==> config.mk <==
export PLATFORM = sky130hd
export DESIGN_NAME = frl_guard
export DESIGN_NICKNAME = d
export VERILOG_FILES = /design/src/rtl/frl_guard.v /design/src/rtl/frl_region.v /design/src/rtl/frl_lock.v
export VERILOG_INCLUDE_DIRS = /design/src /design/src/rtl
export SDC_FILE = /design/constraint.sdc
export NUM_CORES = 1
export LEC_CHECK = 0
export ABC_AREA = 1
export BUFFER_PORTS_ARGS = -buffer_cell sky130_fd_sc_hd__buf_4
export CAP_MARGIN = 30
export CORE_MARGIN = 4
export CORE_UTILIZATION = 58
export CTS_CLUSTER_DIAMETER = 40
export DETAILED_ROUTE_END_ITERATION = 16
export HOLD_SLACK_MARGIN = 0.02
export PLACE_DENSITY = 0.86
export SYNTH_ARGS = -nofsm -noshare
export SYNTH_HDL_FRONTEND = slang
export SYNTH_SLANG_ARGS = --single-unit
==> constraint.sdc <==
create_clock -name clk -period 2.95 [get_ports clk]
set_input_delay 0.1475 -clock clk [delete_from_list [all_inputs] [get_ports clk]]
set_output_delay 0.1475 -clock clk [all_outputs]
set_load 0.03 [all_outputs]
==> src/rtl/frl_map.vh <==
// Purpose: constants for the flash section and lock guard
// Assumes: word addresses of 13 bits, 128-word pages
// Notes: lock bits read one when unprogrammed
`ifndef FRL_MAP_VH
`define FRL_MAP_VH
`define FRL_ADDR_W 13
`define FRL_PAGE_W 7
`define FRL_HALT_START 13'h1C00
`define FRL_LOADER_START 13'h1E00
`define FRL_LOCK_RESET 2'h3
`define FRL_LOCK_UPPER 1
`define FRL_LOCK_LOWER 0
`define FRL_PROG_TIME_NS 4000000
`define FRL_CLK_NS 5
`define FRL_REG_CTRL 2'h0
`define FRL_REG_LOCK 2'h1
`define FRL_REG_STAT 2'h2
`define FRL_CTRL_REENABLE 4
`define FRL_STAT_BUSY 6
`endif

==> src/rtl/frl_guard.v <==
// Purpose: read-while-write section control and loader lock guard
// Assumes: CPU issues one-cycle store/load program-memory requests
// Notes: flash timing is a counted window; lock fields only clear by erase or reset
//
// The address map and the address-and-strobe port are this design's own decisions.
`timescale 1ns/1ps
`include "frl_map.vh"
module frl_guard #(
	parameter PROG_CYCLES = `FRL_PROG_TIME_NS / `FRL_CLK_NS
) (
	input wire clk,
	input wire reset,
	input wire clk_en,
	input wire [12:0] loader_start,
	input wire [1:0] general_lock,
	input wire vectors_in_loader,
	input wire irq_req,
	input wire [12:0] exec_pc,
	input wire store_req,
	input wire store_page_load,
	input wire [12:0] store_addr,
	input wire lock_set_req,
	input wire [3:0] lock_set_data,
	input wire chip_erase,
	input wire load_req,
	input wire [12:0] load_addr,
	input wire fetch_req,
	input wire [12:0] fetch_addr,
	input wire [1:0] reg_addr,
	input wire [7:0] reg_wdata,
	input wire reg_wr,
	input wire reg_rd,
	output reg [7:0] reg_rdata,
	output reg cpu_stall,
	output reg prog_start,
	output reg [12:0] prog_addr,
	output reg prog_active,
	output reg load_ok,
	output reg load_refused,
	output reg fetch_ok,
	output reg irq_mask,
	output reg store_refused
);
	// ------------------------------------------------------------
	// State
	// ------------------------------------------------------------
	localparam ST_IDLE = 2'h0;
	localparam ST_RWW = 2'h1;
	localparam ST_HALT = 2'h2;
	reg [1:0] state_reg;
	reg [1:0] state_next;
	reg [31:0] cnt_reg;
	reg [31:0] cnt_next;
	reg busy_reg;
	reg busy_next;
	reg [1:0] app_lock_reg;
	reg [1:0] loader_lock_reg;
	reg [12:0] paddr_reg;
	wire pc_loader;
	wire st_halting;
	wire st_loader;
	wire ld_halting;
	wire ld_loader;
	wire fe_halting;
	wire fe_loader;
	wire app_store_blk;
	wire app_load_blk;
	wire ldr_store_blk;
	wire ldr_load_blk;
	wire store_allowed;
	wire load_allowed;
	wire fetch_allowed;
	wire reenable_wr;
	wire prog_go;
	// ------------------------------------------------------------
	// Address classification
	// ------------------------------------------------------------
	frl_region u_pc (
		.addr(exec_pc),
		.loader_start(loader_start),
		.in_halting(),
		.in_loader(pc_loader)
	);
	frl_region u_st (
		.addr(store_addr),
		.loader_start(loader_start),
		.in_halting(st_halting),
		.in_loader(st_loader)
	);
	frl_region u_ld (
		.addr(load_addr),
		.loader_start(loader_start),
		.in_halting(ld_halting),
		.in_loader(ld_loader)
	);
	frl_region u_fe (
		.addr(fetch_addr),
		.loader_start(loader_start),
		.in_halting(fe_halting),
		.in_loader(fe_loader)
	);
	// ------------------------------------------------------------
	// Lock decoding
	// ------------------------------------------------------------
	frl_lock u_app (
		.field(app_lock_reg),
		.store_block(app_store_blk),
		.load_block(app_load_blk)
	);
	frl_lock u_ldr (
		.field(loader_lock_reg),
		.store_block(ldr_store_blk),
		.load_block(ldr_load_blk)
	);
	// ------------------------------------------------------------
	// Store decision
	// ------------------------------------------------------------
	// Store is only live from the loader, so application code cannot
	// rewrite the loader behind its back
	wire store_from_loader;
	wire store_target_locked;
	assign store_from_loader = pc_loader;
	// General lock modes never enter here; only the target's own field counts
	assign store_target_locked = st_loader ? ldr_store_blk : app_store_blk;
	assign store_allowed = store_from_loader && !store_target_locked;
	// ------------------------------------------------------------
	// Load decision
	// ------------------------------------------------------------
	wire load_cross_locked;
	wire load_region_dark;
	wire flash_halted;
	// Nothing at all is readable while the halting region is programmed
	assign flash_halted = (state_reg == ST_HALT);
	// The lock fields refuse a load only when it crosses sections against the target field
	assign load_cross_locked = ld_loader ? (!pc_loader && ldr_load_blk) : (pc_loader && app_load_blk);
	// Concurrent region stays dark until software releases the busy flag
	assign load_region_dark = busy_reg && !ld_halting;
	// general_lock is deliberately unused: it never gates these accesses
	assign load_allowed = !load_cross_locked && !load_region_dark && !flash_halted;
	// ------------------------------------------------------------
	// Fetch decision
	// ------------------------------------------------------------
	wire fetch_region_dark;
	assign fetch_region_dark = busy_reg && !fe_halting;
	// Halting-region code keeps running during a concurrent-region program
	assign fetch_allowed = !flash_halted && !fetch_region_dark;
	// ------------------------------------------------------------
	// Busy release and program start
	// ------------------------------------------------------------
	wire ctrl_wr;
	wire page_load_go;
	assign ctrl_wr = reg_wr && (reg_addr == `FRL_REG_CTRL);
	// Re-enable only acts once the counted window is over (idle branch below)
	assign reenable_wr = ctrl_wr && reg_wdata[`FRL_CTRL_REENABLE];
	// A page-buffer load reopens the region too, but must pass the store checks
	assign page_load_go = store_req && store_page_load && store_allowed;
	// A store during a running window is ignored, not queued
	assign prog_go = store_req && !store_page_load && store_allowed && (state_reg == ST_IDLE);
	// ------------------------------------------------------------
	// Programming sequence
	// ------------------------------------------------------------
	always @* begin
		state_next = state_reg;
		cnt_next = cnt_reg;
		busy_next = busy_reg;
		case (state_reg)
		ST_IDLE: begin
			if (prog_go) begin
				// Region chosen by target page, not by the fetch side
				state_next = st_halting ? ST_HALT : ST_RWW;
				cnt_next = PROG_CYCLES - 1;
				// Busy marks only a concurrent-region target; halting is covered by the stall
				busy_next = !st_halting;
			end else if (reenable_wr || page_load_go) begin
				busy_next = 1'b0;
			end
		end
		ST_RWW, ST_HALT: begin
			if (cnt_reg == 32'h0) begin
				state_next = ST_IDLE;
			end else begin
				cnt_next = cnt_reg - 32'h1;
			end
		end
		default: begin
			state_next = ST_IDLE;
		end
		endcase
	end
	// Registers; the busy flag outlives the operation until software releases it
	always @(posedge clk or posedge reset) begin
		if (reset) begin
			state_reg <= ST_IDLE;
			cnt_reg <= 32'h0;
			busy_reg <= 1'b0;
			paddr_reg <= 13'h0000;
		end else if (clk_en) begin
			state_reg <= state_next;
			cnt_reg <= cnt_next;
			busy_reg <= busy_next;
			if (prog_go) begin
				paddr_reg <= store_addr;
			end
		end
	end
	// ------------------------------------------------------------
	// Lock fields
	// ------------------------------------------------------------
	// Programming only drives bits to zero; only chip erase or reset returns ones
	always @(posedge clk or posedge reset) begin
		if (reset) begin
			app_lock_reg <= `FRL_LOCK_RESET;
			loader_lock_reg <= `FRL_LOCK_RESET;
		end else if (clk_en) begin
			if (chip_erase) begin
				app_lock_reg <= `FRL_LOCK_RESET;
				loader_lock_reg <= `FRL_LOCK_RESET;
			end else if ((lock_set_req && pc_loader) ||
				(reg_wr && (reg_addr == `FRL_REG_LOCK))) begin
				// Each field updates on its own bits only
				app_lock_reg <= app_lock_reg & (lock_set_req ? lock_set_data[1:0] : reg_wdata[1:0]);
				loader_lock_reg <= loader_lock_reg & (lock_set_req ? lock_set_data[3:2] : reg_wdata[3:2]);
			end
		end
	end
	// ------------------------------------------------------------
	// Outputs
	// ------------------------------------------------------------
	always @(posedge clk or posedge reset) begin
		if (reset) begin
			reg_rdata <= 8'h00;
			cpu_stall <= 1'b0;
			prog_start <= 1'b0;
			prog_addr <= 13'h0000;
			prog_active <= 1'b0;
			load_ok <= 1'b0;
			load_refused <= 1'b0;
			fetch_ok <= 1'b0;
			irq_mask <= 1'b0;
			store_refused <= 1'b0;
		end else if (clk_en) begin
			cpu_stall <= (state_next == ST_HALT);
			prog_start <= prog_go;
			prog_addr <= prog_go ? store_addr : paddr_reg;
			prog_active <= (state_next != ST_IDLE);
			load_ok <= load_req && load_allowed;
			// Refused accesses only show a flag; no error event
			load_refused <= load_req && !load_allowed;
			store_refused <= store_req && !store_allowed;
			fetch_ok <= fetch_req && fetch_allowed;
			// Vector location decides which section masks interrupts
			irq_mask <= irq_req && (vectors_in_loader ? (!pc_loader && app_load_blk)
				: (pc_loader && ldr_load_blk));
			if (reg_rd) begin
				case (reg_addr)
				`FRL_REG_LOCK: reg_rdata <= {4'h0, loader_lock_reg, app_lock_reg};
				`FRL_REG_STAT: reg_rdata <= {1'b0, busy_reg, 4'h0, prog_active, cpu_stall};
				default: reg_rdata <= 8'h00;
				endcase
			end else begin
				reg_rdata <= 8'h00;
			end
		end
	end
endmodule

==> src/rtl/frl_region.v <==
// Purpose: classifies a word address into flash sections
// Assumes: the loader section lies above the halting-region limit
// Notes: purely combinational
`timescale 1ns/1ps
module frl_region (
	input wire [12:0] addr,
	input wire [12:0] loader_start,
	output wire in_halting,
	output wire in_loader
);
`include "frl_map.vh"
	// Loader start is clamped so the loader never leaves the halting region
	wire [12:0] ls;
	assign ls = (loader_start < `FRL_HALT_START) ? `FRL_HALT_START : loader_start;
	assign in_halting = (addr >= `FRL_HALT_START);
	assign in_loader = (addr >= ls);
endmodule

==> src/rtl/frl_lock.v <==
// Purpose: decodes one two-bit lock field
// Assumes: bit value one means unprogrammed
// Notes: combinational
`timescale 1ns/1ps
module frl_lock (
	input wire [1:0] field,
	output wire store_block,
	output wire load_block
);
`include "frl_map.vh"
	// Lower bit programmed blocks stores, upper bit programmed blocks cross loads
	assign store_block = ~field[`FRL_LOCK_LOWER];
	assign load_block = ~field[`FRL_LOCK_UPPER];
endmodule

==> flow_metrics.py <==
metrics = {
    "route": {
        "met1_length_um": 5059,
        "dr_wl_met3_um": 784,
        "num_vias": 4692,
        "ant_nets": 0,
        "wl_met2_um": 6555,
        "wl_per_cell_um": 14.69,
        "vias_per_cell": 5.443,
        "dr.pass1.iters": 4,
        "drc": 0,
        "top_layer_used": "met4",
        "drt-total-wl_um": 12670,
        "drtIter0Drc": 153,
    },
    "critical_path": {
        "crit_arrival_ns": 2.74,
        "start_kind": "input port",
        "worstReg2RegEnd": "cnt_reg[21]$_DFFE_PP0P_",
        "critical_path_class": "input port to flip-flop",
        "worstPathRequired_ns": 3.18,
        "crit_path_end_kind": "flip-flop",
        "r2r_cells": 14,
        "r2r_slack_ns": 0.53,
        "critPathMaxFanout": 28,
        "r2r-start": "cnt_reg[0]$_DFFE_PP0P_",
    },
    "floorplan": {
        "start_util": 0.6067,
        "fp.dieH_um": 98.60,
        "core-area_mm2": 0.007848,
        "row_count": 32,
        "die_w_um": 98.60,
        "die_area_mm2": 0.009722,
        "io_pins": 123,
    },
    "power_and_ir_drop": {
        "peakVddDrop_uv": 301.6,
        "leakage_nw": 3.026,
        "power_density_mw_per_mm2": 754.2,
    },
    "synth": {
        "synth_warnings": 0,
        "synth_top_area_frac": 0.3206,
        "yosysUniqueCellTypes": 42,
        "yosys-top-cells-area": "dfrtp_1 32%, nand2_1 13%, ha_1 12%",
        "async_flop_share": 1.000,
        "synth_edf_count": 0,
        "syn_area_mm2": 0.004761,
        "ys_ff_latch": 65,
        "yosys.area.top_type": "dfrtp_1",
        "synth_ff_type": "dfrtp_1",
        "synthCells": 635,
        "yosysSeqAreaShare": 0.3427,
        "syn_avg_cell_area_um2": 7.497,
    },
    "worst_hold_path": {
        "min_from": "store_addr[12]",
        "hp-class": "input port to flip-flop",
        "min_to": "prog_addr[12]$_DFFE_PP0P_",
        "min_delay_path_depth": 3,
    },
    "outcome": {
        "status": "finished clean",
    },
    "clock_tree": {
        "postCtsSetupRepairBufs": 0,
        "ctsHoldBuffers": 6,
        "clk_latency_ns": 0.36,
        "cts_resized": 0,
        "cts-root-buf": "clkbuf_8",
        "clkSinkCount": 65,
        "cts_tree": "yes",
        "numCtsBuffers": 9,
        "htreeDepth": 3,
        "clockBufferDepth": 2,
        "path_clk_slew_ns": 0.07,
    },
    "timing": {
        "max_slew_margin": 0.4482,
        "setup_viol": 0,
        "fin_skew_ns": 0.01821,
        "rsz0062_at_grt": "no",
        "hold_violations": 0,
        "layout_min_cycle_time_ns": 2.505,
        "tightest_slew_ns": 0.8268,
        "period_share": 0.8492,
        "slew_viol_final": 0,
        "fmax_mhz": 399.2,
        "tns_ns": 0,
    },
    "place": {
        "gp_congestion": 0.8709,
        "port_buffers": 104,
        "dp.cells": 838,
        "dp_hpwl_um": 10060,
    },
    "final_layout": {
        "final_common_cell": "nand2_1",
        "fin_cells": 862,
        "area.growth.synth_to_final_pct": 24.15,
        "drive_gt1_frac": 0.2158,
        "nNetsFinal": 893,
        "layout_common_cells": "169 x nand2_1, 107 x buf_4, 64 x inv_1",
        "largest_reg_flops": 32,
        "nFillCells": 613,
        "diodes": 0,
    },
    "global_routing": {
        "antenna_found_initial": 0,
        "grt_start_max_net_pins": 48,
        "grt_pass1_wl_um": 21540,
        "grt_usage": 0.2709,
        "grt_overflow": 0,
        "grt_pass1_vias": 4769,
    },
    "run": {
        "cap_violations": 0,
    },
}
-- worst max path at each step --
| stage | start | endpoint | cells after the start |
|---|---|---|---|
| after CTS | store_addr[8] | cnt_reg[21]$_DFFE_PP0P_ | 16 |
| after global placement | loader_start[11] | cnt_reg[21]$_DFFE_PP0P_ | 19 |
| after global routing | loader_start[11] | cnt_reg[21]$_DFFE_PP0P_ | 19 |
| final | store_addr[1] | cnt_reg[21]$_DFFE_PP0P_ | 16 |
| after detailed placement | loader_start[11] | prog_addr[0]$_DFFE_PP0P_ | 17 |
| after floorplan | loader_start[11] | cnt_reg[13]$_DFFE_PP0P_ | 17 |
-- area by class of cell --
class,count,area [um^2],share of cell area
tap,102,127.6,0.02159
clock inverter,6,42.54,0.007197
inverter,78,295.3,0.04996
clock buffer,10,137.6,0.02329
sequential,65,1632,0.2760
timing repair buffer,116,913.4,0.1545
multi-input combinational,485,2763,0.4674
-- cells by family (layout without fill, tap and decap cells) --
logic type | count (synthesis) | count (layout) | synth area share
flops | 65 | 65 | 0.3427
buf+inv | 94 | 210 | 0.08410
other cells | 1 | 10 | 0.0007877
xor+xnor | 19 | 19 | 0.03495
fa+ha+maj | 44 | 44 | 0.1156
simple gates | 322 | 322 | 0.3025
compound gates | 90 | 90 | 0.1193
-- worst max-delay path, stage by stage --
cell and delay (ns):
dlygate4sd3_1 0.53, buf_4 0.14, ha_1 0.27, nand2_1 0.05, nor2_1 0.15, nand2_1 0.08, nand3_1 0.11, nand2_1 0.09
nand3_1 0.15, nand4_4 0.15, nand2_4 0.10, nand2_4 0.11, inv_4 0.25, nand2_2 0.17, o21ai_1 0.18, nor2_1 0.06
-- synthesized netlist by cell type (4+ instances only) --
cell and n:
inv_2 11, o21ai_1 19, ha_1 44, nand2_1 169, o21ai_0 27, a21oi_1 19
buf_4 5, dfrtp_1 61, clkbuf_1 5, a211oi_1 4, o31ai_2 7, xor2_1 17
nand4_1 17, nand3_1 45, nor3_1 10, dfstp_2 4, o31ai_1 7, nor2_1 57
nor4_1 6, inv_1 65
-- through the flow --
step / hold WS, ns / setup WS, ns / instance area, um^2 / total power, mW / util
finish: 0.02963 / 0.4448 / 5911 / 4.458 / 0.7532
global route: 0.02757 / 0.2029 / 5911 / 4.799 / 0.7532
CTS: 0.02223 / 0.4896 / 5881 / 4.449 / 0.7494
detailed placement: 0.3676 / 0.1718 / 5640 / 3.741 / 0.7188
global placement: 0.3636 / 0.2673 / 5640 / 3.651 / 0.7188
floorplan: 0.2641 / 0.8871 / 4795 / 3.076 / -
-- metal layers --
metal | global-route usage | vias to the layer above
met5 | 0 | -
met4 | 0.08718 | 0
met3 | 0.07219 | 30
met2 | 0.4810 | 153
met1 | 0.3178 | 2181
li1 | - | 2328
-- power breakdown --
| part | total (mW) | leakage (nW) | switching (mW) | internal, mW |
|---|---|---|---|---|
| sequential | 1.56 | 0.818 | 0.320 | 1.24 |
| combinational | 2.20 | 2.12 | 1.42 | 0.782 |
| clock | 0.700 | 0.0887 | 0.372 | 0.329 |
| total | 4.46 | 3.03 | 2.11 | 2.35 |
Power figures use the tool's default switching activity.
